## src/shared/map_crc_pkg.sv

```systemverilog
package map_crc_pkg;

  // register map geometry
  localparam int ADDR_W = 5;
  localparam int DATA_W = 24;
  localparam int CRC_W = 16;
  localparam int KEY_W = 8;
  localparam int FLAGS_W = 4;
  localparam int NUM_CFG = 22; // words at 0x09 .. 0x1e

  // addresses
  localparam logic [ADDR_W-1:0] FIRST_ADDR = 5'h09;
  localparam logic [ADDR_W-1:0] LAST_CFG_ADDR = 5'h1e;
  localparam logic [ADDR_W-1:0] STATUS_ADDR = 5'h0c;
  localparam logic [ADDR_W-1:0] LOCK_ADDR = 5'h1f;
  localparam logic [ADDR_W-1:0] ZERO_ADDR = 5'h00;
  localparam logic [ADDR_W-1:0] ADDR_ONE = 5'h01;

  // lock / checksum word layout: key in the top byte, checksum in the low half
  localparam int KEY_LSB = 16;
  localparam logic [KEY_W-1:0] UNLOCK_KEY = 8'ha5;
  localparam logic [CRC_W-1:0] CRC_ZERO = 16'h0000;

  // status and link setup word: ready flags in the low nibble, interrupt enable above
  localparam int FLAGS_LSB = 0;
  localparam int EN_INT_BIT = 4;
  localparam logic [DATA_W-1:0] FLAGS_MASK = 24'h00000f;

  // reset values
  localparam logic [DATA_W-1:0] CFG_RESET = 24'h000000;
  localparam logic [DATA_W-1:0] WORD_ZERO = 24'h000000;

  // checksum engine
  localparam logic [CRC_W-1:0] CRC_POLY = 16'h8005;
  localparam logic [CRC_W-1:0] CRC_INIT = 16'h0000;
  localparam int WINDOW_TICKS = 16; // modulator clock periods per checksum
  localparam int WIN_W = 4;
  localparam logic [WIN_W-1:0] WIN_LAST = 4'(WINDOW_TICKS - 1);
  localparam logic [WIN_W-1:0] WIN_ONE = 4'h1;
  localparam logic [WIN_W-1:0] WIN_ZERO = 4'h0;

  // engine states
  typedef enum logic [1:0] {
    ENG_IDLE = 2'b01,
    ENG_RUN = 2'b10
  } eng_state_t;

endpackage : map_crc_pkg

```

## src/core/crc_word_step.sv

```systemverilog
`timescale 1ns/1ps
`default_nettype none

// advances a crc over one whole data word in a single cycle, msb first
module crc_word_step #(
  parameter int DATA_W = 24,
  parameter int CRC_W = 16,
  parameter logic [CRC_W-1:0] POLY = 16'h8005
) (
  // running value and word
  input wire logic [CRC_W-1:0] crc_in,
  input wire logic [DATA_W-1:0] data_in,
  // advanced value
  output logic [CRC_W-1:0] crc_out
);

  // bit-serial loop unrolled by the tool; 24 xor levels fit easily in 4 ns
  always_comb begin
    logic [CRC_W-1:0] c;
    logic fb;
    c = crc_in;
    fb = 1'b0;
    for (int i = DATA_W - 1; i >= 0; i--) begin
      fb = c[CRC_W-1] ^ data_in[i];
      c = {c[CRC_W-2:0], 1'b0} ^ (fb ? POLY : '0);
    end
    crc_out = c;
  end

endmodule : crc_word_step

`default_nettype wire

```

## src/core/map_crc_monitor.sv

```systemverilog
// Decided for this implementation: the plain strobed port and the register offsets.
`timescale 1ns/1ps
`default_nettype none

// Overview of operation
// - checksum runs continuously only while the key differs from the unlock value
// - while unlocked the checksum field reads zero and nothing is computed
// - each checksum finishes within, and repeats every, 16 modulator clock periods
// - power-on reset and hard reset clear the checksum field
// - the message is every bit of registers 0x09 through 0x1f
// - ready flags count as ones and the checksum field as zeros
// - the result reads in the low 16 bits of the lock word at 0x1f
// - the change interrupt reaches the ready pin only when its enable is set
// - an asserted change interrupt drives the ready pin low
// - unlocking clears the change interrupt
// - after power-up the map is unlocked and the interrupt is off
// - a later mismatch holds the ready pin low until the interrupt clears
// - the key resets to the unlock value; unlocked only while equal
// - while locked, writes anywhere but 0x1f are ignored
module map_crc_monitor (
  // clock and reset
  input wire logic clk_in,
  input wire logic sys_rst_in,
  // register port
  input wire logic [map_crc_pkg::ADDR_W-1:0] addr_in,
  input wire logic [map_crc_pkg::DATA_W-1:0] wr_data_in,
  input wire logic wr_en_in,
  input wire logic rd_en_in,
  output logic [map_crc_pkg::DATA_W-1:0] rd_data_out,
  // pins from outside the clock domain
  input wire logic modulator_clock_in,
  input wire logic hard_rst_n_in,
  // converter logic on the same clock
  input wire logic [map_crc_pkg::FLAGS_W-1:0] conversion_ready_flags_in,
  input wire logic conversion_ready_n_in,
  // pin and status outputs
  output logic conversion_ready_pin_n_out,
  output logic locked_out,
  output logic config_change_out
);

  // ---------------------------------------------------------------------------
  // pin synchronisation: modulator clock and hard reset pin
  // ---------------------------------------------------------------------------
  logic [1:0] pin_q;
  logic mclk_prev_r;
  logic mclk_tick;
  logic hard_rst;

  pin_sync #(
    .WIDTH(2),
    .RST_VAL(2'h2) // hard reset pin idles high, modulator clock low
  ) u_pin_sync (
    .clk_in(clk_in),
    .sys_rst_in(sys_rst_in),
    .d_in({hard_rst_n_in, modulator_clock_in}),
    .q_out(pin_q)
  );

  // rising edge of the synchronised modulator clock; ticks are at least two
  // cycles apart, which bounds how fast the window can run
  always_ff @(posedge clk_in or posedge sys_rst_in) begin
    if (sys_rst_in) begin
      mclk_prev_r <= 1'b0;
    end else begin
      mclk_prev_r <= pin_q[0];
    end
  end

  assign mclk_tick = pin_q[0] & ~mclk_prev_r;
  // the hard reset stage resets to its idle high level, so no false hard
  // reset follows the power-on reset
  assign hard_rst = ~pin_q[1];

  // ---------------------------------------------------------------------------
  // register storage
  // ---------------------------------------------------------------------------
  logic [map_crc_pkg::DATA_W-1:0] cfg_r [0:map_crc_pkg::NUM_CFG-1];
  logic [map_crc_pkg::KEY_W-1:0] key_r;
  logic [map_crc_pkg::CRC_W-1:0] crc_field_r;

  // decode
  logic unlocked;
  logic in_cfg;
  logic is_lock_addr;
  logic wr_cfg;
  logic wr_key;
  logic [map_crc_pkg::ADDR_W-1:0] cfg_idx;
  logic en_int;

  assign unlocked = (key_r == map_crc_pkg::UNLOCK_KEY);
  assign in_cfg = (addr_in >= map_crc_pkg::FIRST_ADDR) &&
                  (addr_in <= map_crc_pkg::LAST_CFG_ADDR);
  assign is_lock_addr = (addr_in == map_crc_pkg::LOCK_ADDR);
  assign cfg_idx = in_cfg ? addr_in - map_crc_pkg::FIRST_ADDR : map_crc_pkg::ZERO_ADDR;
  assign wr_cfg = wr_en_in & in_cfg & unlocked;
  assign wr_key = wr_en_in & is_lock_addr; // lock word stays writable
  assign en_int = cfg_r[map_crc_pkg::STATUS_ADDR - map_crc_pkg::FIRST_ADDR]
                  [map_crc_pkg::EN_INT_BIT];

  // configuration words; hard reset returns them to defaults
  always_ff @(posedge clk_in or posedge sys_rst_in) begin
    if (sys_rst_in) begin
      for (int i = 0; i < map_crc_pkg::NUM_CFG; i++) begin
        cfg_r[i] <= map_crc_pkg::CFG_RESET;
      end
    end else if (hard_rst) begin
      for (int i = 0; i < map_crc_pkg::NUM_CFG; i++) begin
        cfg_r[i] <= map_crc_pkg::CFG_RESET;
      end
    end else if (wr_cfg) begin
      cfg_r[cfg_idx] <= wr_data_in;
    end
  end

  // key byte; only the key takes a write, the checksum half is read-only
  always_ff @(posedge clk_in or posedge sys_rst_in) begin
    if (sys_rst_in) begin
      key_r <= map_crc_pkg::UNLOCK_KEY;
    end else if (hard_rst) begin
      key_r <= map_crc_pkg::UNLOCK_KEY;
    end else if (wr_key) begin
      key_r <= wr_data_in[map_crc_pkg::KEY_LSB +: map_crc_pkg::KEY_W];
    end
  end

  // ---------------------------------------------------------------------------
  // read path: data stand for the one cycle after the strobe
  // ---------------------------------------------------------------------------
  logic [map_crc_pkg::DATA_W-1:0] rd_data_r;
  logic [map_crc_pkg::DATA_W-1:0] status_live;
  logic [map_crc_pkg::DATA_W-1:0] rd_word;

  // ready flags are live converter state, not stored bits
  assign status_live = (cfg_r[map_crc_pkg::STATUS_ADDR - map_crc_pkg::FIRST_ADDR] &
                        ~map_crc_pkg::FLAGS_MASK) |
                       {{(map_crc_pkg::DATA_W - map_crc_pkg::FLAGS_W){1'b0}},
                        conversion_ready_flags_in};
  assign rd_word = is_lock_addr ? {key_r, crc_field_r} :
                   (addr_in == map_crc_pkg::STATUS_ADDR) ? status_live :
                   in_cfg ? cfg_r[cfg_idx] : map_crc_pkg::WORD_ZERO;

  always_ff @(posedge clk_in or posedge sys_rst_in) begin
    if (sys_rst_in) begin
      rd_data_r <= map_crc_pkg::WORD_ZERO;
    end else begin
      rd_data_r <= rd_en_in ? rd_word : map_crc_pkg::WORD_ZERO;
    end
  end

  // ---------------------------------------------------------------------------
  // window timing in modulator clock periods
  // ---------------------------------------------------------------------------
  logic locked_prev_r;
  logic lock_rise;
  logic [map_crc_pkg::WIN_W-1:0] win_r;
  logic publish;

  assign lock_rise = ~unlocked & ~locked_prev_r;
  assign publish = ~unlocked & mclk_tick & (win_r == map_crc_pkg::WIN_LAST);

  // window restarts from zero at every lock so the first result lands 16 ticks later
  always_ff @(posedge clk_in or posedge sys_rst_in) begin
    if (sys_rst_in) begin
      locked_prev_r <= 1'b0;
      win_r <= map_crc_pkg::WIN_ZERO;
    end else begin
      locked_prev_r <= ~unlocked;
      if (unlocked || lock_rise) begin
        win_r <= map_crc_pkg::WIN_ZERO;
      end else if (mclk_tick) begin
        win_r <= win_r + map_crc_pkg::WIN_ONE;
      end
    end
  end

  // ---------------------------------------------------------------------------
  // checksum engine: one word per cycle, 23 cycles a pass
  // ---------------------------------------------------------------------------
  map_crc_pkg::eng_state_t st_r;
  logic [map_crc_pkg::ADDR_W-1:0] pass_addr_r;
  logic [map_crc_pkg::CRC_W-1:0] acc_r;
  logic [map_crc_pkg::CRC_W-1:0] pass_result_r;
  logic [map_crc_pkg::CRC_W-1:0] step_out;
  logic [map_crc_pkg::DATA_W-1:0] msg_word;
  logic [map_crc_pkg::ADDR_W-1:0] pass_idx;
  logic pass_at_lock;
  logic pass_at_status;
  logic start;

  assign start = lock_rise | publish;
  assign pass_at_lock = (pass_addr_r == map_crc_pkg::LOCK_ADDR);
  assign pass_at_status = (pass_addr_r == map_crc_pkg::STATUS_ADDR);
  assign pass_idx = pass_at_lock ? map_crc_pkg::ZERO_ADDR :
                    pass_addr_r - map_crc_pkg::FIRST_ADDR;
  // flags may change mid-pass, so they enter as ones; the field as zeros
  assign msg_word = pass_at_lock ? {key_r, map_crc_pkg::CRC_ZERO} :
                    pass_at_status ? (cfg_r[pass_idx] | map_crc_pkg::FLAGS_MASK) :
                    cfg_r[pass_idx];

  crc_word_step #(
    .DATA_W(map_crc_pkg::DATA_W),
    .CRC_W(map_crc_pkg::CRC_W),
    .POLY(map_crc_pkg::CRC_POLY)
  ) u_crc_step (
    .crc_in(acc_r),
    .data_in(msg_word),
    .crc_out(step_out)
  );

  // pass walks 0x09 up to 0x1f, then parks until the next window starts it
  always_ff @(posedge clk_in or posedge sys_rst_in) begin
    if (sys_rst_in) begin
      st_r <= map_crc_pkg::ENG_IDLE;
      pass_addr_r <= map_crc_pkg::FIRST_ADDR;
      acc_r <= map_crc_pkg::CRC_INIT;
      pass_result_r <= map_crc_pkg::CRC_INIT;
    end else if (hard_rst || unlocked) begin
      st_r <= map_crc_pkg::ENG_IDLE;
      pass_addr_r <= map_crc_pkg::FIRST_ADDR;
      acc_r <= map_crc_pkg::CRC_INIT;
    end else if (start) begin
      st_r <= map_crc_pkg::ENG_RUN;
      pass_addr_r <= map_crc_pkg::FIRST_ADDR;
      acc_r <= map_crc_pkg::CRC_INIT;
    end else begin
      unique case (st_r)
        map_crc_pkg::ENG_IDLE: begin
          acc_r <= acc_r;
        end
        map_crc_pkg::ENG_RUN: begin
          acc_r <= step_out;
          pass_addr_r <= pass_addr_r + map_crc_pkg::ADDR_ONE;
          if (pass_at_lock) begin
            pass_result_r <= step_out;
            st_r <= map_crc_pkg::ENG_IDLE;
          end
        end
        default: begin
          st_r <= map_crc_pkg::ENG_IDLE;
        end
      endcase
    end
  end

  // ---------------------------------------------------------------------------
  // published checksum, reference and change flag
  // ---------------------------------------------------------------------------
  logic [map_crc_pkg::CRC_W-1:0] ref_r;
  logic ref_valid_r;
  logic irq_r;
  logic mismatch;

  assign mismatch = publish & ref_valid_r & (pass_result_r != ref_r);

  always_ff @(posedge clk_in or posedge sys_rst_in) begin
    if (sys_rst_in) begin
      crc_field_r <= map_crc_pkg::CRC_ZERO;
      ref_r <= map_crc_pkg::CRC_ZERO;
      ref_valid_r <= 1'b0;
      irq_r <= 1'b0;
    end else if (hard_rst || unlocked) begin
      crc_field_r <= map_crc_pkg::CRC_ZERO;
      ref_r <= map_crc_pkg::CRC_ZERO;
      ref_valid_r <= 1'b0;
      irq_r <= 1'b0;
    end else if (publish) begin
      crc_field_r <= pass_result_r;
      if (!ref_valid_r) begin
        ref_r <= pass_result_r;
        ref_valid_r <= 1'b1;
      end
      if (mismatch && en_int) begin
        irq_r <= 1'b1;
      end
    end
  end

  // ---------------------------------------------------------------------------
  // shared ready pin: the flag overrides the conversion pulses
  // ---------------------------------------------------------------------------
  logic pin_n_r;
  logic locked_r;

  always_ff @(posedge clk_in or posedge sys_rst_in) begin
    if (sys_rst_in) begin
      pin_n_r <= 1'b1;
      locked_r <= 1'b0;
    end else begin
      pin_n_r <= conversion_ready_n_in & ~(irq_r & en_int);
      locked_r <= ~unlocked;
    end
  end

  assign rd_data_out = rd_data_r;
  assign conversion_ready_pin_n_out = pin_n_r;
  assign locked_out = locked_r;
  assign config_change_out = irq_r;

endmodule : map_crc_monitor

`default_nettype wire

```

## src/core/pin_sync.sv

```systemverilog
`timescale 1ns/1ps
`default_nettype none

// two-stage synchroniser for pins that come from outside the clock domain
module pin_sync #(
  parameter int WIDTH = 1,
  parameter logic [WIDTH-1:0] RST_VAL = '0
) (
  // clock and reset
  input wire logic clk_in,
  input wire logic sys_rst_in,
  // pins
  input wire logic [WIDTH-1:0] d_in,
  // synchronised levels
  output logic [WIDTH-1:0] q_out
);

  logic [WIDTH-1:0] meta_r;
  logic [WIDTH-1:0] q_r;

  // first stage feeds only the second stage; a per-bit reset value lets an
  // active-low pin start at its idle level instead of faking an event
  always_ff @(posedge clk_in or posedge sys_rst_in) begin
    if (sys_rst_in) begin
      meta_r <= RST_VAL;
      q_r <= RST_VAL;
    end else begin
      meta_r <= d_in;
      q_r <= meta_r;
    end
  end

  assign q_out = q_r;

endmodule : pin_sync

`default_nettype wire

```

## config.mk

```make
export PLATFORM = sky130hd
export DESIGN_NAME = map_crc_monitor
export DESIGN_NICKNAME = d
export VERILOG_FILES = /design/src/shared/map_crc_pkg.sv /design/src/core/crc_word_step.sv /design/src/core/map_crc_monitor.sv /design/src/core/pin_sync.sv
export SDC_FILE = /design/constraint.sdc
export NUM_CORES = 2
export LEC_CHECK = 0
export BUFFER_PORTS_ARGS = -buffer_cell sky130_fd_sc_hd__buf_4
export CORE_ASPECT_RATIO = 1.1
export CORE_MARGIN = 3
export CORE_UTILIZATION = 60
export CTS_BUF_LIST = sky130_fd_sc_hd__clkbuf_16
export CTS_CLUSTER_DIAMETER = 80
export DETAILED_ROUTE_END_ITERATION = 16
export PLACE_DENSITY_LB_ADDON = 0.05
export SLEW_MARGIN = 30
export SYNTH_ARGS = -nofsm -noshare
export SYNTH_HDL_FRONTEND = slang
export SYNTH_SLANG_ARGS = --single-unit
```

## constraint.sdc

```tcl
create_clock -name clk_in -period 24.9 [get_ports clk_in]
set_input_delay 4.98 -clock clk_in [delete_from_list [all_inputs] [get_ports clk_in]]
set_output_delay 4.98 -clock clk_in [all_outputs]
set_load 0.02 [all_outputs]
```

==> reports/results.ini <==
[global_routing]
grt_first_pass_wirelength_um = 213000
antenna_found_initial = 2
grtUsageTotal_pct = 45.9
grt_max_degree = 178
overflow = 0
grt_pass1_vias = 31600

[sta]
finalSetupViolations = 0
worst_pin_slew_ns = 1.10
hold_viol = 0
tns_ns = 0
skew_ns = 0.0277
min_period_over_period_pct = 41.2
rsz0062_at_grt = no
fin_crit_ns = 10.27
max_freq_mhz = 97.4
slew_violations = 0
maxSlewHeadroom_pct = 25.7

[critical_path]
slowest_stage = ha_4
crit_path_end_kind = register
endpoint = rd_data_out[1]$_DFF_PP0_
reg2reg_to = acc_r[15]$_DFFE_PP0P_
start_kind = primary input
rr_worst_depth = 18
cp_data_arrival_time_ns = 10.76
cpPeakStageDelay_ns = 0.92
cp_common_cell = a21oi_1
r2r-start = pass_addr_r[0]$_DFFE_PP1P_
critPathLaunch = addr_in[0]
critPathMaxFanout = 58
crit_required_ns = 25.39
path_cells = buf_4 -> inv_2 -> ha_4 -> inv_2 -> buf_4 -> o21ai_2 -> buf_4 -> a221oi_1 -> a21oi_1 -> a21oi_1 -> nor3_1 -> a21oi_1 -> a21oi_1
crit_type = primary input to register
rrSetupSlack_ns = 17.78

[outcome]
status = finished clean

[synth]
yosysSeqAreaShare_pct = 44.9
ys_types = 84
async_flop_share_pct = 100
yosysWarnings = 0
netlist_area_um2 = 35900
syn_nets = 3774
synth_edf_count = 0
avgSynthCellArea_um2 = 9.65
ys.flop_type = dfrtp_1
synth_seq_cells = 644
synth_cells = 3724

[floorplanning]
start_util_pct = 61.0
die_area_um2 = 62900
die_width_um = 239
dieHeight_um = 263
rows = 93
core_um2 = 58900
io_pins = 67

[cells_and_area]
area_growth_pct = 9.17
nets = 3666
drive_gt1_share_pct = 13.2
fillCellCount = 4735
layout.cells.non_filler = 4433
postLayoutCoreUtil_pct = 66.6

[cts]
cts_inserted_buffers = 71
h-tree-depth = 3
clk_pin_slew_ns = 0.06
clkSinkCount = 644
post_cts_buffers = 0
tritoncts = yes
clk_latency_ns = 0.65
clock_path_buffers = 3
cts_hold_buffers = 0
cts.repair.resized = 0
clock-root-buffer = clkbuf_16

[pwr]
power_switching_mw = 0.704
p_sw_share_pct = 29.0
clockPowerShare_pct = 42.9
p_leak_nw = 16.9
max-vdd-ir-drop_uv = 60.1
powerDensity_nw_per_um2 = 61.9
seqPwrFrac_pct = 44.1
comb_power_share_pct = 13.0
p_int_mw = 1.72

[placement]
dp_hpwl_um = 94100
finalWeightedCongestion = 0.999
placed_cells = 4302
port_buffers = 66

[detailed_routing]
vias = 32500
drt_first_iter_violations = 4768
drc_errors = 0
drtAntennaViolNets = 0
route.final.wire_length_um = 145000
firstDrtPassIters = 6
wl_per_cell_um = 32.6
via_per_inst = 7.33

[worst_hold_path]
hold_class = register to register

[job]
timing.max_cap.violations = 0

-- synthesized netlist by cell type (18+ instances only) --
| cell | n | area [um^2] |
|---|---|---|
| nand2_1 | 789 | 2960 |
| dfrtp_1 | 634 | 15900 |
| clkbuf_1 | 276 | 1040 |
| a22o_1 | 257 | 2250 |
| a21oi_1 | 243 | 1220 |
| a21boi_0 | 225 | 1690 |
| o21ai_0 | 169 | 846 |
| mux2i_1 | 153 | 1530 |
| nor2_1 | 143 | 537 |
| mux4_2 | 99 | 2230 |
| o22ai_1 | 89 | 557 |
| mux2_2 | 48 | 541 |
| xnor2_1 | 46 | 403 |
| nand3_1 | 43 | 215 |
| nor3_1 | 39 | 195 |
| xor2_1 | 38 | 333 |
| and3_1 | 31 | 194 |
| a221oi_1 | 29 | 254 |
| a211oi_1 | 26 | 195 |
| buf_1 | 23 | 86.3 |
| nor2b_1 | 23 | 144 |
| nand2b_1 | 22 | 138 |
| and2_1 | 21 | 131 |
| buf_2 | 20 | 100 |
| nand4_1 | 20 | 125 |
| nor4_1 | 19 | 119 |
| o221ai_1 | 18 | 158 |
-- power groups by stage --
stage	registers [mW]	clock network (mW)	logic (mW)
2_1_floorplan	1.09	0	0.172
3_3_place_gp	1.09	0	0.295
3_5_place_dp	1.09	0	0.299
4_1_cts	1.07	1.04	0.300
5_1_grt	1.07	1.09	0.323
6_report	1.07	1.04	0.315
-- kinds of logic after synthesis --
group,synth area share (%)
flops,44.9
fa+ha+maj,0.348
buf+inv,4.13
xor+xnor,2.68
compound gates,22.0
simple gates,13.9
mux,12.0
-- final cells by class --
type	count	area, um^2	share of cell area, %
Clock inverter	57	437	1.11
Antenna cell	1	2.50	0.00638
Clock buffer	72	1800	4.59
Tap cell	760	951	2.42
Inverter	12	52.6	0.134
Sequential cell	644	16100	41.1
Multi-Input combinational cell	2729	18600	47.4
Timing Repair Buffer	158	1270	3.24
-- how the worst min path moves through the flow --
stage | start | end | cells past startpoint
3_5_place_dp | u_pin_sync.meta_r[0]$_DFF_PP0_ | u_pin_sync.q_out[0]$_DFF_PP0_ | 0
2_1_floorplan | u_pin_sync.meta_r[0]$_DFF_PP0_ | u_pin_sync.q_out[0]$_DFF_PP0_ | 0
4_1_cts | u_pin_sync.meta_r[0]$_DFF_PP0_ | u_pin_sync.q_out[0]$_DFF_PP0_ | 0
5_1_grt | u_pin_sync.meta_r[0]$_DFF_PP0_ | u_pin_sync.q_out[0]$_DFF_PP0_ | 0
3_3_place_gp | u_pin_sync.meta_r[0]$_DFF_PP0_ | u_pin_sync.q_out[0]$_DFF_PP0_ | 0
6_report | u_pin_sync.meta_r[0]$_DFF_PP0_ | u_pin_sync.q_out[0]$_DFF_PP0_ | 0
-- worst max-delay path, delay by kind of cell --
kind | cells | cell delay [ns]
simple gates | 1 | 0.90
buf+inv | 5 | 1.94
compound gates | 6 | 1.93
fa+ha+maj | 1 | 0.92
-- state kept, by name, indices dropped and copies added (netlist names) --
signal	cells
u_pin_sync.q_out	2
rd_data_out	24
mclk_prev_r	1
locked_out	1
crc_field_r	16
ref_valid_r	1
win_r	4
acc_r	16
pass_result_r	16
ref_r	16
u_pin_sync.meta_r	2
conversion_ready_pin_n_out	1
cfg_r	528
pass_addr_r	5
st_r	2
config_change_out	1
key_r	8
-- placed cells by master, fill, tap and decap left out, drive strengths merged, types with 31 or more instances in the layout --
cell / synthesis / layout
nand3: 43 / 43
nand2: 789 / 789
xnor2: 48 / 48
o21ai: 178 / 178
clkbuf: 276 / 72
mux2i: 154 / 154
nor3: 39 / 39
dfrtp: 634 / 634
and3: 31 / 31
a21boi: 225 / 225
clkinv: 0 / 35
a221oi: 31 / 31
a21oi: 243 / 243
a22o: 257 / 257
xor2: 38 / 38
mux4: 99 / 99
buf: 63 / 158
nor2: 146 / 146
mux2: 48 / 48
o22ai: 89 / 89
-- routing by layer --
layer / global-route usage, % / up-vias / wire length, um
met2: 68.3 / 2593 / 63500
met1: 59.1 / 16000 / 50200
li1: - / 13200 / -
met3: 11.1 / 653 / 17800
met5: 0 / - / 13
met4: 32.1 / 2 / 13100
-- per-stage QoR --
step	hold WS (ns)	setup WS [ns]	area, um^2	power, mW
global placement	0.334	14.37	36800	1.38
CTS	0.358	14.95	39100	2.41
finish	0.352	14.63	39200	2.43
floorplan	0.331	1.89	35900	1.26
detailed placement	0.344	14.32	36900	1.39
global route	0.358	14.73	39200	2.48
Note: power is estimated with default switching activity, not from simulation.
